==> src/tmr_ctrl_pkg.sv <==
// Package with register map, field positions and modes of the timer control block
package tmr_ctrl_pkg;

  // Register map, byte offsets on the plain register port
  localparam logic [7:0] ADDR_FAULT_WAVE_CTRL = 8'h26;
  localparam logic [7:0] ADDR_CHAN_D_OUT_CTRL = 8'h27;
  localparam logic [7:0] ADDR_CLK_DT_CTRL     = 8'h2f;

  // Reset values
  localparam logic [7:0] RST_FAULT_WAVE_CTRL = 8'h00;
  localparam logic [7:0] RST_CHAN_D_OUT_CTRL = 8'h00;
  localparam logic [7:0] RST_CLK_DT_CTRL     = 8'h00;

  // Clock and dead-time control fields
  localparam int POS_PWM_INVERT   = 7;
  localparam int POS_PRESCALER_RST = 6;
  localparam int POS_DT_SEL_LO    = 4;
  localparam int POS_CLK_SEL_LO   = 0;

  // Channel D output control fields
  localparam int POS_SHADOW_A_LO  = 6;
  localparam int POS_SHADOW_B_LO  = 4;
  localparam int POS_MODE_D_LO    = 2;
  localparam int POS_FORCE_D      = 1;
  localparam int POS_PWM_D_EN     = 0;

  // Fault and waveform mode fields
  localparam int POS_FAULT_IRQ_EN = 7;
  localparam int POS_FAULT_CFG_LO = 3;
  localparam int POS_FAULT_FLAG   = 2;
  localparam int POS_WAVE_SEL_LO  = 0;

  // Prescaler depth: largest division is 2 to the power 14
  localparam int PRESCALE_BITS = 14;
  localparam int DT_DIV_BITS   = 3;

  // Compare-output action codes
  localparam logic [1:0] COM_OFF    = 2'h0;
  localparam logic [1:0] COM_TOGGLE = 2'h1;
  localparam logic [1:0] COM_CLEAR  = 2'h2;
  localparam logic [1:0] COM_SET    = 2'h3;

  // Waveform generation modes while PWM is enabled
  typedef enum logic [1:0] {
    WAVE_FAST,
    WAVE_PHASE_FREQ,
    WAVE_SIX_SINGLE,
    WAVE_SIX_DUAL
  } wave_mode_e;

  // True and complementary pair of a dead-time generator output
  typedef struct packed {
    logic true_out;
    logic comp_out;
  } deadtime_pair_s;

  // Counter core events seen by channel D
  typedef struct packed {
    logic match_d;
    logic at_zero;
    logic count_down;
  } count_evt_s;

endpackage

==> src/tmr_ctrl.sv <==
// Timer clock select, prescalers, inversion, fault flag and channel D output control
`timescale 1ns/10ps

// Contract
// - Inversion bit inverts both dead-time outputs
// - Prescaler reset bit restarts prescaler, not counter
// - Prescaler reset self-clears, reads zero, zero ignored
// - Dead-time divider selects one, two, four, eight
// - Dead-time divider runs from base timer clock, not clock select
// - Clock code n divides by two^(n-1)
// - Clock code zero stops the timer
// - Shadow copies of channel A, B modes
// - Nonzero mode connects pin; complement only PWM 01
// - Mode decode depends on PWM enable, wave select
// - Non-PWM: toggle, clear, set on match
// - Fast PWM: clear on match, set at zero
// - Phase-correct PWM: clear up, set down
// - Force works only in non-PWM mode
// - Force applies match action without interrupt
// - Force uses mode written same cycle
// - Force bit always reads zero
// - PWM enable puts channel D in PWM
// - Wave select picks fast, phase, six-output modes
// - Fault flag clears by vector or write-one
module tmr_ctrl
  import tmr_ctrl_pkg::*;
#(
  parameter int ADDR_W = 8
)(
  input  wire logic              CORE_CLK_I,
  input  wire logic              RST_B_I,
  input  wire logic [ADDR_W-1:0] ADDR_I,
  input  wire logic [7:0]        WDATA_I,
  input  wire logic              WR_I,
  input  wire logic              RD_I,
  output logic [7:0]             RDATA_O,
  input  wire logic              ASYNC_MODE_I,
  input  wire logic              FAST_TICK_I,
  output logic                   TIMER_TICK_O,
  output logic                   DT_TICK_O,
  input  wire deadtime_pair_s    DT_PAIR_I,
  output deadtime_pair_s         DT_PAIR_O,
  input  wire count_evt_s        COUNT_EVT_I,
  output logic                   WAVEFORM_D_O,
  output logic                   PIN_D_CONNECT_O,
  output logic                   PIN_D_N_CONNECT_O,
  output logic                   PWM_D_ENABLE_O,
  output logic [1:0]             WAVE_MODE_O,
  output logic [1:0]             SHADOW_MODE_A_O,
  output logic [1:0]             SHADOW_MODE_B_O,
  input  wire logic              FAULT_EVENT_I,
  input  wire logic              FAULT_VECTOR_ACK_I,
  output logic                   FAULT_IRQ_O,
  output logic [3:0]             FAULT_CFG_O
);

  // Control registers
  logic [7:0]               clk_dt_q;
  logic [7:0]               clk_dt_d;
  logic [7:0]               chan_d_q;
  logic [7:0]               chan_d_d;
  logic [7:0]               fault_wave_q;
  logic [7:0]               fault_wave_d;
  logic                     psr_pend_q;
  logic                     psr_pend_d;
  logic                     flag_clr_pend_q;
  logic                     flag_clr_pend_d;
  logic [PRESCALE_BITS-1:0] pre_cnt_q;
  logic [PRESCALE_BITS-1:0] pre_cnt_d;
  logic [DT_DIV_BITS-1:0]   dt_cnt_q;
  logic [DT_DIV_BITS-1:0]   dt_cnt_d;
  logic                     wave_d_q;
  logic                     wave_d_d;
  logic [7:0]               rdata_q;
  logic [7:0]               rdata_d;
  logic                     timer_tick_q;
  logic                     dt_tick_q;
  deadtime_pair_s           dt_pair_q;
  logic                     pin_con_q;
  logic                     pin_n_con_q;
  logic                     irq_q;

  // Address decode
  wire sel_fault = (ADDR_I == ADDR_W'(ADDR_FAULT_WAVE_CTRL));
  wire sel_chan  = (ADDR_I == ADDR_W'(ADDR_CHAN_D_OUT_CTRL));
  wire sel_clk   = (ADDR_I == ADDR_W'(ADDR_CLK_DT_CTRL));
  wire wr_fault  = WR_I & sel_fault;
  wire wr_chan   = WR_I & sel_chan;
  wire wr_clk    = WR_I & sel_clk;

  // Field views of the stored registers
  wire       pwm_invert = clk_dt_q[POS_PWM_INVERT];
  wire [1:0] dt_sel     = clk_dt_q[POS_DT_SEL_LO +: 2];
  wire [3:0] clk_sel    = clk_dt_q[POS_CLK_SEL_LO +: 4];
  wire [1:0] mode_d     = chan_d_q[POS_MODE_D_LO +: 2];
  wire       pwm_d_en   = chan_d_q[POS_PWM_D_EN];
  wire [1:0] wave_sel   = fault_wave_q[POS_WAVE_SEL_LO +: 2];
  wire       fault_flag = fault_wave_q[POS_FAULT_FLAG];
  wire       fault_ie   = fault_wave_q[POS_FAULT_IRQ_EN];

  // Base timer clock: every core cycle when synchronous, else each fast tick
  wire base_tick = ASYNC_MODE_I ? FAST_TICK_I : 1'b1;

  // Clock and dead-time register; prescaler reset bit is never stored
  assign clk_dt_d = wr_clk ? (WDATA_I & ~(8'h01 << POS_PRESCALER_RST)) : clk_dt_q;

  // A written one raises a pending request that the next base tick consumes
  assign psr_pend_d = (wr_clk & WDATA_I[POS_PRESCALER_RST]) |
                      (psr_pend_q & ~base_tick);

  // Prescaler counts base ticks; restarts from zero on a reset request
  assign pre_cnt_d = !base_tick ? pre_cnt_q :
                     psr_pend_q ? '0 :
                     (clk_sel == 4'h0) ? pre_cnt_q :
                     pre_cnt_q + PRESCALE_BITS'(1);

  // Divided tick: low n-1 bits all ones means a 2^(n-1) period has passed
  wire [PRESCALE_BITS:0]   pre_mask_w = (PRESCALE_BITS+1)'(1) << (clk_sel - 4'h1);
  wire [PRESCALE_BITS-1:0] pre_mask   = pre_mask_w[PRESCALE_BITS-1:0] - PRESCALE_BITS'(1);
  wire timer_tick = base_tick & ~psr_pend_q & (clk_sel != 4'h0) &
                    ((pre_cnt_q & pre_mask) == pre_mask);

  // Dead-time divider runs from the base timer clock, so it stays with FAST_PERIPH_CLOCK or CK
  wire [DT_DIV_BITS-1:0] dt_mask = DT_DIV_BITS'((4'h1 << dt_sel) - 4'h1);
  assign dt_cnt_d = base_tick ? dt_cnt_q + DT_DIV_BITS'(1) : dt_cnt_q;
  wire dt_tick = base_tick & ((dt_cnt_q & dt_mask) == dt_mask);

  // Channel D register; force bit only acts as a strobe and is never stored
  assign chan_d_d = wr_chan ? (WDATA_I & ~(8'h01 << POS_FORCE_D)) : chan_d_q;

  // Force takes the mode from the write data, so a same-cycle mode change counts
  wire [1:0] force_mode = WDATA_I[POS_MODE_D_LO +: 2];
  wire       force_hit  = wr_chan & WDATA_I[POS_FORCE_D] &
                          ~WDATA_I[POS_PWM_D_EN] & ~pwm_d_en;

  // Waveform action decode for channel D
  logic wave_next;
  always_comb
  begin
    wave_next = wave_d_q;
    if (force_hit)
    begin
      // Forced match: same action as a real match, no interrupt path here
      case (force_mode)
        COM_TOGGLE: wave_next = ~wave_d_q;
        COM_CLEAR:  wave_next = 1'b0;
        COM_SET:    wave_next = 1'b1;
        default:    wave_next = wave_d_q;
      endcase
    end
    else if (!pwm_d_en)
    begin
      if (COUNT_EVT_I.match_d)
      begin
        case (mode_d)
          COM_TOGGLE: wave_next = ~wave_d_q;
          COM_CLEAR:  wave_next = 1'b0;
          COM_SET:    wave_next = 1'b1;
          default:    wave_next = wave_d_q;
        endcase
      end
    end
    else if (mode_d != COM_OFF)
    begin
      case (wave_mode_e'(wave_sel))
        WAVE_FAST, WAVE_SIX_SINGLE:
        begin
          // Single slope: match and bottom drive opposite levels
          if (COUNT_EVT_I.match_d)
            wave_next = (mode_d == COM_SET);
          else if (COUNT_EVT_I.at_zero)
            wave_next = (mode_d != COM_SET);
        end
        default:
        begin
          // Dual slope: direction of the count picks the level on match
          if (COUNT_EVT_I.match_d)
            wave_next = (mode_d == COM_SET) ^ COUNT_EVT_I.count_down;
        end
      endcase
    end
  end
  assign wave_d_d = wave_next;

  // Pin connection follows the mode; complement only in PWM with toggle code
  wire pin_con   = (mode_d != COM_OFF);
  wire pin_n_con = pwm_d_en & (mode_d == COM_TOGGLE);

  // Fault register: flag set by event wins over either clear
  wire flag_wr1 = wr_fault & WDATA_I[POS_FAULT_FLAG];
  assign flag_clr_pend_d = flag_wr1;
  wire flag_next = FAULT_EVENT_I |
                   (fault_flag & ~FAULT_VECTOR_ACK_I & ~flag_clr_pend_q);
  logic [7:0] fault_wr_val;
  assign fault_wr_val = wr_fault ? WDATA_I : fault_wave_q;
  assign fault_wave_d = (fault_wr_val & ~(8'h01 << POS_FAULT_FLAG)) |
                        ({7'h00, flag_next} << POS_FAULT_FLAG);

  // Read mux; unmapped addresses read zero
  assign rdata_d = !RD_I     ? 8'h00 :
                   sel_clk   ? clk_dt_q :
                   sel_chan  ? chan_d_q :
                   sel_fault ? fault_wave_q :
                   8'h00;

  // Register file and control state; all clear to zero at reset
  always_ff @(posedge CORE_CLK_I or negedge RST_B_I)
  begin
    if (!RST_B_I)
    begin
      clk_dt_q        <= RST_CLK_DT_CTRL;
      chan_d_q        <= RST_CHAN_D_OUT_CTRL;
      fault_wave_q    <= RST_FAULT_WAVE_CTRL;
      psr_pend_q      <= 1'b0;
      flag_clr_pend_q <= 1'b0;
    end
    else
    begin
      clk_dt_q        <= clk_dt_d;
      chan_d_q        <= chan_d_d;
      fault_wave_q    <= fault_wave_d;
      psr_pend_q      <= psr_pend_d;
      flag_clr_pend_q <= flag_clr_pend_d;
    end
  end

  // Counters of the two prescalers
  always_ff @(posedge CORE_CLK_I or negedge RST_B_I)
  begin
    if (!RST_B_I)
    begin
      pre_cnt_q <= '0;
      dt_cnt_q  <= '0;
    end
    else
    begin
      pre_cnt_q <= pre_cnt_d;
      dt_cnt_q  <= dt_cnt_d;
    end
  end

  // Channel D waveform state
  always_ff @(posedge CORE_CLK_I or negedge RST_B_I)
  begin
    if (!RST_B_I)
      wave_d_q <= 1'b0;
    else
      wave_d_q <= wave_d_d;
  end

  // Registered outputs; adds one cycle of latency but keeps pins glitch free
  always_ff @(posedge CORE_CLK_I or negedge RST_B_I)
  begin
    if (!RST_B_I)
    begin
      rdata_q      <= 8'h00;
      timer_tick_q <= 1'b0;
      dt_tick_q    <= 1'b0;
      dt_pair_q    <= '0;
      pin_con_q    <= 1'b0;
      pin_n_con_q  <= 1'b0;
      irq_q        <= 1'b0;
    end
    else
    begin
      rdata_q            <= rdata_d;
      timer_tick_q       <= timer_tick;
      dt_tick_q          <= dt_tick;
      dt_pair_q.true_out <= DT_PAIR_I.true_out ^ pwm_invert;
      dt_pair_q.comp_out <= DT_PAIR_I.comp_out ^ pwm_invert;
      pin_con_q          <= pin_con;
      pin_n_con_q        <= pin_n_con;
      irq_q              <= fault_flag & fault_ie;
    end
  end

  // Output wiring straight from flip-flops
  assign RDATA_O           = rdata_q;
  assign TIMER_TICK_O      = timer_tick_q;
  assign DT_TICK_O         = dt_tick_q;
  assign DT_PAIR_O         = dt_pair_q;
  assign WAVEFORM_D_O      = wave_d_q;
  assign PIN_D_CONNECT_O   = pin_con_q;
  assign PIN_D_N_CONNECT_O = pin_n_con_q;
  assign PWM_D_ENABLE_O    = chan_d_q[POS_PWM_D_EN];
  assign WAVE_MODE_O       = fault_wave_q[POS_WAVE_SEL_LO +: 2];
  assign SHADOW_MODE_A_O   = chan_d_q[POS_SHADOW_A_LO +: 2];
  assign SHADOW_MODE_B_O   = chan_d_q[POS_SHADOW_B_LO +: 2];
  assign FAULT_IRQ_O       = irq_q;
  assign FAULT_CFG_O       = fault_wave_q[POS_FAULT_CFG_LO +: 4];

endmodule

==> config.mk <==
export PLATFORM = sky130hd
export DESIGN_NAME = tmr_ctrl
export DESIGN_NICKNAME = d
export VERILOG_FILES = /design/src/tmr_ctrl_pkg.sv /design/src/tmr_ctrl.sv
export SDC_FILE = /design/constraint.sdc
export NUM_CORES = 1
export LEC_CHECK = 0
export BUFFER_PORTS_ARGS = -buffer_cell sky130_fd_sc_hd__buf_2
export CORE_MARGIN = 2
export CORE_UTILIZATION = 40
export CTS_CLUSTER_DIAMETER = 80
export DETAILED_ROUTE_END_ITERATION = 12
export GPL_ROUTABILITY_DRIVEN = 1
export GPL_TIMING_DRIVEN = 1
export SYNTH_ARGS = -nofsm -noshare
export SYNTH_HDL_FRONTEND = slang
export SYNTH_SLANG_ARGS = --single-unit
export TNS_END_PERCENT = 100
==> constraint.sdc <==
create_clock -name CORE_CLK_I -period 2.6 [get_ports CORE_CLK_I]
set_input_delay 0.26 -clock CORE_CLK_I [delete_from_list [all_inputs] [get_ports CORE_CLK_I]]
set_output_delay 0.26 -clock CORE_CLK_I [all_outputs]
set_load 0.02 [all_outputs]
==> flow_metrics.env, run 1 <==
export IMPL_initial_core_util=0.418
export IMPL_post_cts_buffers=0
export IMPL_maxCapViolCount=0
export IMPL_power_mw=2.41
export IMPL_fill_cells=702
export IMPL_timing_rr_end="TIMER_TICK_O"
export IMPL_grt_overflow=0
export IMPL_ctsHtreeMaxLevel=3
export IMPL_max_freq_mhz=449
export IMPL_slew_headroom=0.407
export IMPL_required_ns=2.83
export IMPL_die_y_um=91.6
export IMPL_synthMostInstantiatedCell="dfrtp_1"
export IMPL_path_max_fanout=13
export IMPL_dp_hpwl_mm=4.90
export IMPL_regArea_um2=1430
export IMPL_portBuffers=55
export IMPL_die_area_um2=8380
export IMPL_path_class="register to register"
export IMPL_seq_area_frac_synth=0.465
export IMPL_slowest_stage="dfrtp_1"
export IMPL_vias=2444
export IMPL_peakVddDrop_mv=0.310
export IMPL_wl_per_cell_um=15.2
export IMPL_utilization=0.486
export IMPL_ys_warn_count=0
export IMPL_cts_repair_resize_count=0
export IMPL_holdWs_ns=0.0492
export IMPL_worstPathCellList="nor2b_1 -> nand2_1 -> ha_1 -> nor4b_1 -> a21oi_1 -> nor3b_1 -> nor4_1 -> and4_1"
export IMPL_postPlaceCellArea_um2=3350
export IMPL_drive_gt1_frac=0.307
export IMPL_fin_cells=460
export IMPL_setup_tns_ns=0
export IMPL_async_flop_share=1.00
export IMPL_synth_area_leaders="dfrtp_1, mux2_2, o21ai_0"
export IMPL_setup_slack_ns=0.371
export IMPL_syn_avg_cell_area_um2=9.86
export IMPL_p_per_area_nw_per_um2=677
export IMPL_ff2ff_setup_slack_ns=0.37
export IMPL_synth_top_cell_by_area="dfrtp_1"
export IMPL_hold_path_class="input port to async pin"
export IMPL_dr_pass1_iters=5
export IMPL_max_stage_delay_ns=0.60
export IMPL_synth_top_cell_area_share=0.465
export IMPL_leakage_nw=1.71
export IMPL_tightestPinTransition_ns=0.889
export IMPL_skew_ns=0.00775
export IMPL_fp_dieW_um=91.6
export IMPL_synthSimpleGateAreaFrac=0.197
export IMPL_dominantRegCellSynth="dfrtp_1"
export IMPL_synth_top_family_by_area="simple AND/OR/NAND/NOR gates"
export IMPL_cp_end_kind="register"
export IMPL_grt_usage=0.177
export IMPL_setup_viol=0
export IMPL_highest_layer="met4"
export IMPL_vias_per_cell=5.31
export IMPL_synth_compound_area_frac=0.146
export IMPL_stdcell_area_um2=3560
export IMPL_r2r_cells=8
export IMPL_final_nets=389
export IMPL_clock_sinks=57
export IMPL_dr_first_iter_drc_count=202
export IMPL_cp_startpoint="clk_dt_q[0]"
export IMPL_clk_latency_ns=0.33
export IMPL_rsz0062_at_grt="false"
export IMPL_clockRootBuffer="clkbuf_8"
export IMPL_grt_pass1_wl_mm=11.6
export IMPL_synth_edf_count=0
export IMPL_drt_total_wl_mm=6.98
export IMPL_synth_nets=344
export IMPL_gp_congestion=0.801
export IMPL_ant_nets=0
export IMPL_r2r_start="clk_dt_q[0]"
export IMPL_design_portCount=56
export IMPL_cts_tree="done"
export IMPL_area_growth_pct=16.1
export IMPL_grt_max_degree=41
export IMPL_multi_input_area_um2=1430
export IMPL_cts_clk_slew_worst_paths_ns=0.07
export IMPL_met1Wirelength_mm=3.30
export IMPL_synth_xor_xnor_area_share=0.0114
export IMPL_ys_ff_latch=57
export IMPL_synth_common_cells="dfrtp_1, nand2_1, o21ai_0"
export IMPL_cts_buffer_depth=2
export IMPL_grt_pass1_vias=2291
export IMPL_period_needed_ns=2.23
export IMPL_routed_wl_met3_um=327
export IMPL_antenna_found_initial=0
export IMPL_ys_types=58
export IMPL_worst_setup_path_start_kind="register"
export IMPL_synthMuxAreaShare=0.0926
export IMPL_syn_cell_area_um2=3070
export IMPL_synth_cells=311
export IMPL_dp_slack_ns=0.417
export IMPL_run_status="complete, no violations"
export IMPL_num_antenna_cells=0
export IMPL_crit_end="TIMER_TICK_O"
export IMPL_cts_buffers=9
export IMPL_core_um2=7330
export IMPL_row_count=31
export IMPL_finalCritPeriodShare=0.857
export IMPL_maxSlewViolCount=0
export IMPL_dp_cells=444
export IMPL_cp_data_arrival_time_ns=2.46
export IMPL_drc_errors=0
export IMPL_hold_buffers=0
export IMPL_synth_adder_area_share=0.0200
export IMPL_routed_wl_met2_mm=3.30
export IMPL_hold_violations=0
[how the worst min path moves through the flow]
stage / slack, ns / from / cells past startpoint / to
after global placement: 0.44 / FAULT_EVENT_I / 2 / fault_wave_q[2]
after global routing: 0.07 / DT_PAIR_I[1] / 2 / DT_PAIR_O[1]
after floorplan: -0.04 / RST_B_I / 0 / DT_PAIR_O[0]
final: 0.05 / RST_B_I / 1 / pre_cnt_q[5]
after detailed placement: 0.45 / DT_PAIR_I[0] / 2 / DT_PAIR_O[0]
after CTS: 0.08 / RST_B_I / 1 / TIMER_TICK_O
[cell type report]
cell class,count,share of cell area
well taps,99,0.0348
flip-flops and latches,57,0.401
multi-input cells,217,0.402
clock buffers,10,0.0387
clock inverters,6,0.0207
repair buffers,63,0.0942
inverters,8,0.00844
[logic make-up after synthesis]
kind of cell / count (synthesis)
fa+ha+maj: 5
xor+xnor: 4
buf+inv: 37
compound gates: 71
simple gates: 111
flops: 57
mux: 26
[power by group]
part | total, mW | internal, mW | switching (mW) | leakage, nW
registers | 1.08 | 0.982 | 0.102 | 0.753
logic | 0.447 | 0.198 | 0.250 | 0.845
clock network | 0.878 | 0.482 | 0.396 | 0.108
total | 2.41 | 1.66 | 0.748 | 1.71
[per-layer routing]
layer  global-route usage  vias up
li1                     -     1188
met1                0.245     1191
met2                0.269       61
met3               0.0556        4
met4               0.0467        0
met5                    0        -
[cells in the final DEF, fill, tap and decap left out, drive strengths merged, types with 5 or more instances in the layout]
| master | synthesis | layout |
|---|---|---|
| nor3 | 7 | 7 |
| o21ai | 29 | 29 |
| mux2 | 19 | 19 |
| and2 | 6 | 6 |
| nand4 | 6 | 6 |
| nor2 | 28 | 28 |
| clkbuf | 8 | 10 |
| a21oi | 15 | 15 |
| nand3 | 6 | 6 |
| nand2 | 28 | 28 |
| inv | 8 | 11 |
| buf | 21 | 63 |
| a31oi | 5 | 5 |
| mux2i | 7 | 7 |
| nor2b | 5 | 5 |
| dfrtp | 57 | 57 |
[critical path, delay by kind of cell (launching register included)]
family / cells / cell delay [ns]
AND/OR/NAND/NOR: 6 / 1.12
flip-flops: 1 / 0.60
adder cells (fa/ha/maj): 1 / 0.33
AO/OA/AOI/OAI: 1 / 0.08
(Power assumes the default switching activity.)
==> run 2, diff against run 1 <==
--- a/config.mk
+++ b/config.mk
@@ -7,11 +7,12 @@
 export LEC_CHECK = 0
 export BUFFER_PORTS_ARGS = -buffer_cell sky130_fd_sc_hd__buf_2
 export CORE_MARGIN = 2
-export CORE_UTILIZATION = 40
+export CORE_UTILIZATION = 50
 export CTS_CLUSTER_DIAMETER = 80
 export DETAILED_ROUTE_END_ITERATION = 12
 export GPL_ROUTABILITY_DRIVEN = 1
 export GPL_TIMING_DRIVEN = 1
+export PLACE_DENSITY = 0.73
 export SYNTH_ARGS = -nofsm -noshare
 export SYNTH_HDL_FRONTEND = slang
 export SYNTH_SLANG_ARGS = --single-unit
==> flow_metrics.env, run 2 (synthesis gave the netlist of run 1 again) <==
export IMPL_clockRootBuffer="clkbuf_8"
export IMPL_grt_usage=0.225
export IMPL_ctsHtreeMaxLevel=3
export IMPL_setup_viol=0
export IMPL_grt_pass1_vias=2336
export IMPL_wl_per_cell_um=15.6
export IMPL_peakVddDrop_mv=0.377
export IMPL_skew_ns=0.00591
export IMPL_setup_slack_ns=0.373
export IMPL_hold_violations=0
export IMPL_r2r_start="clk_dt_q[0]"
export IMPL_cts_buffers=9
export IMPL_row_count=28
export IMPL_worst_setup_path_start_kind="register"
export IMPL_p_seq_frac=0.436
export IMPL_max_freq_mhz=449
export IMPL_slew_headroom=0.631
export IMPL_num_antenna_cells=0
export IMPL_hold_path_class="input port to register"
export IMPL_cts_clk_slew_worst_paths_ns=0.07
export IMPL_antenna_found_initial=0
export IMPL_required_ns=2.83
export IMPL_core_um2=5920
export IMPL_layout_commonest_cell="dfrtp_1"
export IMPL_grt_max_degree=24
export IMPL_p_sw_frac=0.288
export IMPL_dp_slack_ns=0.405
export IMPL_portBuffers=55
export IMPL_mostFrequentLayoutCells="dfrtp_1, buf_2, nand2_1"
export IMPL_grt_overflow=0
export IMPL_p_per_area_nw_per_um2=698
export IMPL_power_switching_mw=0.715
export IMPL_die_area_um2=6780
export IMPL_clk_latency_ns=0.34
export IMPL_rsz0062_at_grt="false"
export IMPL_cts_tree="done"
export IMPL_leakage_nw=1.71
export IMPL_dp_hpwl_mm=4.81
export IMPL_tightestPinTransition_ns=0.553
export IMPL_cts_repair_resize_count=0
export IMPL_setup_tns_ns=0
export IMPL_die_y_um=82.3
export IMPL_cts_buffer_depth=2
export IMPL_ant_nets=0
export IMPL_p_int_mw=1.77
export IMPL_area_growth_pct=16.0
export IMPL_design_portCount=56
export IMPL_grt_pass1_wl_mm=11.2
export IMPL_dr_pass1_iters=4
export IMPL_run_status="complete, no violations"
export IMPL_post_cts_buffers=0
export IMPL_path_class="register to register"
export IMPL_vias=2438
export IMPL_cp_startpoint="clk_dt_q[0]"
export IMPL_maxSlewViolCount=0
export IMPL_initial_core_util=0.518
export IMPL_power_share_clock=0.384
export IMPL_cp_end_kind="register"
export IMPL_fp_dieW_um=82.3
export IMPL_maxCapViolCount=0
export IMPL_utilization=0.601
export IMPL_vias_per_cell=5.59
export IMPL_drive_gt1_frac=0.305
export IMPL_pwr_share_comb=0.180
export IMPL_clock_sinks=57
export IMPL_path_max_fanout=13
export IMPL_period_needed_ns=2.23
export IMPL_drt_total_wl_mm=6.82
export IMPL_finalCritPeriodShare=0.856
export IMPL_hold_buffers=1
export IMPL_final_nets=390
export IMPL_dr_first_iter_drc_count=126
export IMPL_cp_data_arrival_time_ns=2.46
export IMPL_min_from="DT_PAIR_I[1]"
export IMPL_drc_errors=0
export IMPL_gp_congestion=0.892
-- run 2: area by class of cell --
type,instances,area [µm²]
fill,478,2360
sequential,57,1430
multi-input combinational,217,1430
timing repair buffer,64,345
clock buffer,11,151
clock inverter,4,76.3
tap,75,93.8
inverter,8,30.0
-- run 2: worst max-delay path, stage by stage (launching register included) --
cell     delay [ns]
dfrtp_1        0.60
nor2b_1        0.28
nand2_1        0.08
ha_1           0.33
or4b_1         0.49
nand4_1        0.10
nor4_1         0.05
and4_1         0.19
-- run 2: path summary, 6_finish.rpt --
| kind | endpoint | slack [ns] | cells past startpoint |
|---|---|---|---|
| min in group asynchronous | dt_cnt_q[0] | 0.33 | 2 |
| worst max-delay path | TIMER_TICK_O | 0.37 | 7 |
| worst min register to register | dt_cnt_q[2] | 0.49 | 1 |
| worst min-delay path | DT_PAIR_O[1] | 0.09 | 2 |
| worst max register to register | TIMER_TICK_O | 0.37 | 7 |
| max in group asynchronous | async pin | 1.65 | 3 |
-- run 2: power by group through the flow --
stage / sequential (mW) / combinational [mW] / clock (mW)
final: 1.08 / 0.447 / 0.954
after global routing: 1.10 / 0.506 / 1.01
after CTS: 1.08 / 0.450 / 0.967
after detailed placement: 1.09 / 0.447 / 0
after global placement: 1.09 / 0.435 / 0
after floorplan: 1.10 / 0.302 / 0
-- run 2: through the flow --
| step | total power, mW | hold slack [ns] | instance area [µm²] | std cells |
|---|---|---|---|---|
| floorplan | 1.40 | -0.0356 | 3070 | 311 |
| global placement | 1.53 | 0.165 | 3320 | 420 |
| detailed placement | 1.54 | 0.173 | 3320 | 420 |
| CTS | 2.50 | 0.0800 | 3560 | 436 |
| global route | 2.62 | 0.0781 | 3560 | 436 |
| finish | 2.48 | 0.0857 | 3560 | 436 |
-- run 2: metal layers --
layer,vias up,GRT usage,wire [µm]
li1,1189,-,-
met2,69,0.356,3160
met5,-,0,0
met1,1170,0.292,3210
met3,10,0.0478,336
met4,0,0.112,111
==> run 3, diff against run 2 <==
--- a/config.mk
+++ b/config.mk
@@ -6,7 +6,7 @@
 export NUM_CORES = 1
 export LEC_CHECK = 0
 export BUFFER_PORTS_ARGS = -buffer_cell sky130_fd_sc_hd__buf_2
-export CORE_MARGIN = 2
+export CORE_MARGIN = 4
 export CORE_UTILIZATION = 50
 export CTS_CLUSTER_DIAMETER = 80
 export DETAILED_ROUTE_END_ITERATION = 12
==> flow_metrics.env, run 3 (synthesis gave the netlist of run 1 again) <==
export IMPL_portBuffers=55
export IMPL_area_growth_pct=15.0
export IMPL_vias_per_cell=5.73
export IMPL_grt_overflow=0
export IMPL_path_class="register to register"
export IMPL_clk_latency_ns=0.35
export IMPL_initial_core_util=0.518
export IMPL_cp_startpoint="clk_dt_q[0]"
export IMPL_tightestPinTransition_ns=0.511
export IMPL_worst_setup_path_start_kind="register"
export IMPL_cp_data_arrival_time_ns=2.49
export IMPL_hold_path_class="input port to register"
export IMPL_grt_pass1_wl_mm=12.0
export IMPL_top_usage_layer="met2"
export IMPL_setup_viol=0
export IMPL_period_needed_ns=2.25
export IMPL_dr_pass1_iters=5
export IMPL_r2r_start="clk_dt_q[0]"
export IMPL_fp_dieW_um=86.3
export IMPL_cts_buffer_depth=2
export IMPL_hold_violations=0
export IMPL_cts_buffers=9
export IMPL_dr_first_iter_drc_count=272
export IMPL_design_portCount=56
export IMPL_layout_commonest_cell="dfrtp_1"
export IMPL_grt_pass1_vias=2543
export IMPL_required_ns=2.83
export IMPL_post_cts_buffers=0
export IMPL_antenna_found_initial=0
export IMPL_die_y_um=86.3
export IMPL_drt_total_wl_mm=6.91
export IMPL_finalCritPeriodShare=0.867
export IMPL_dp_hpwl_mm=4.88
export IMPL_wl_per_cell_um=15.8
export IMPL_slew_headroom=0.659
export IMPL_clockRootBuffer="clkbuf_8"
export IMPL_ant_nets=0
export IMPL_peakVddDrop_mv=0.418
export IMPL_leakage_nw=1.70
export IMPL_clock_sinks=57
export IMPL_die_area_um2=7450
export IMPL_ctsHtreeMaxLevel=3
export IMPL_min_from="DT_PAIR_I[1]"
export IMPL_cts_clk_slew_worst_paths_ns=0.07
export IMPL_maxSlewViolCount=0
export IMPL_use_met1=0.258
export IMPL_vias=2500
export IMPL_drive_gt1_frac=0.302
export IMPL_path_max_fanout=13
export IMPL_grt_usage=0.207
export IMPL_rsz0062_at_grt="false"
export IMPL_row_count=28
export IMPL_grt_max_degree=25
export IMPL_cp_end_kind="register"
export IMPL_final_nets=389
export IMPL_maxCapViolCount=0
export IMPL_cts_tree="done"
export IMPL_mostFrequentLayoutCells="dfrtp_1, buf_2, nand2_1"
export IMPL_max_freq_mhz=444
export IMPL_power_mw=2.39
export IMPL_setup_tns_ns=0
export IMPL_skew_ns=0.00794
export IMPL_grt_use_met3=0.0741
export IMPL_run_status="complete, no violations"
export IMPL_fill_cells=501
export IMPL_core_um2=5920
export IMPL_drc_errors=0
export IMPL_use_met2=0.333
export IMPL_p_per_area_nw_per_um2=679
export IMPL_gp_congestion=0.818
export IMPL_num_antenna_cells=0
==> run 3: final cells by class <==
class                           count  area, µm²  area share
Clock buffer                       12        155      0.0440
Clock inverter                      4       51.3      0.0145
Tap cell                           75       93.8      0.0266
Inverter                            8       30.0     0.00851
Multi-Input combinational cell    217       1430       0.406
Sequential cell                    57       1430       0.404
Timing Repair Buffer               63        338      0.0958
==> run 3: timing repair <==
action	4_1_cts	5_1_grt
setup endpoints to repair	0	0
hold buffers	1	0
gates resized for setup	0	0
hold endpoints to repair	15	0
==> run 3: path summary, 6_finish.rpt <==
kind | to | slack (ns) | cells past startpoint
setup / recovery | TIMER_TICK_O | 0.35 | 8
hold / removal | DT_PAIR_O[1] | 0.1 | 2
setup reg to reg | TIMER_TICK_O | 0.35 | 8
min in group asynchronous | dt_cnt_q[2] | 0.36 | 2
max in group asynchronous | PIN_D_CONNECT_O | 1.58 | 3
hold reg to reg | dt_cnt_q[2] | 0.49 | 1
==> run 3: layer usage <==
metal  wire, µm  vias to the layer above
met4         60                        0
met2       3370                       87
li1           -                     1197
met3        463                        5
met5          0                        -
met1       3020                     1211
==> run 3: power by group <==
part           internal [mW]  leakage [nW]  total [mW]  switching [mW]
registers              0.982         0.753        1.09           0.103
clock network          0.495         0.103       0.859           0.365
logic                  0.198         0.844       0.449           0.251
==> run 3: per-stage QoR <==
step / util / area (µm²) / hold WS (ns) / std cells / setup WS [ns]
2_1_floorplan: - / 3070 / -0.0356 / 311 / 0.574
3_3_place_gp: 0.559 / 3310 / 0.194 / 419 / 0.493
3_5_place_dp: 0.559 / 3310 / 0.204 / 419 / 0.384
4_1_cts: 0.596 / 3530 / 0.0799 / 436 / 0.356
5_1_grt: 0.596 / 3530 / 0.0808 / 436 / 0.151
6_report: 0.596 / 3530 / 0.0953 / 436 / 0.346
==> run 3: worst max-delay path, cell delays in order, from the launching register on <==
cell and delay (ns):
dfrtp_1 0.60, nor2b_1 0.27, nand2_1 0.08, ha_1 0.33, nor4b_1 0.32, a21oi_1 0.09
nor3b_1 0.19, nor4_1 0.08, and4_1 0.18
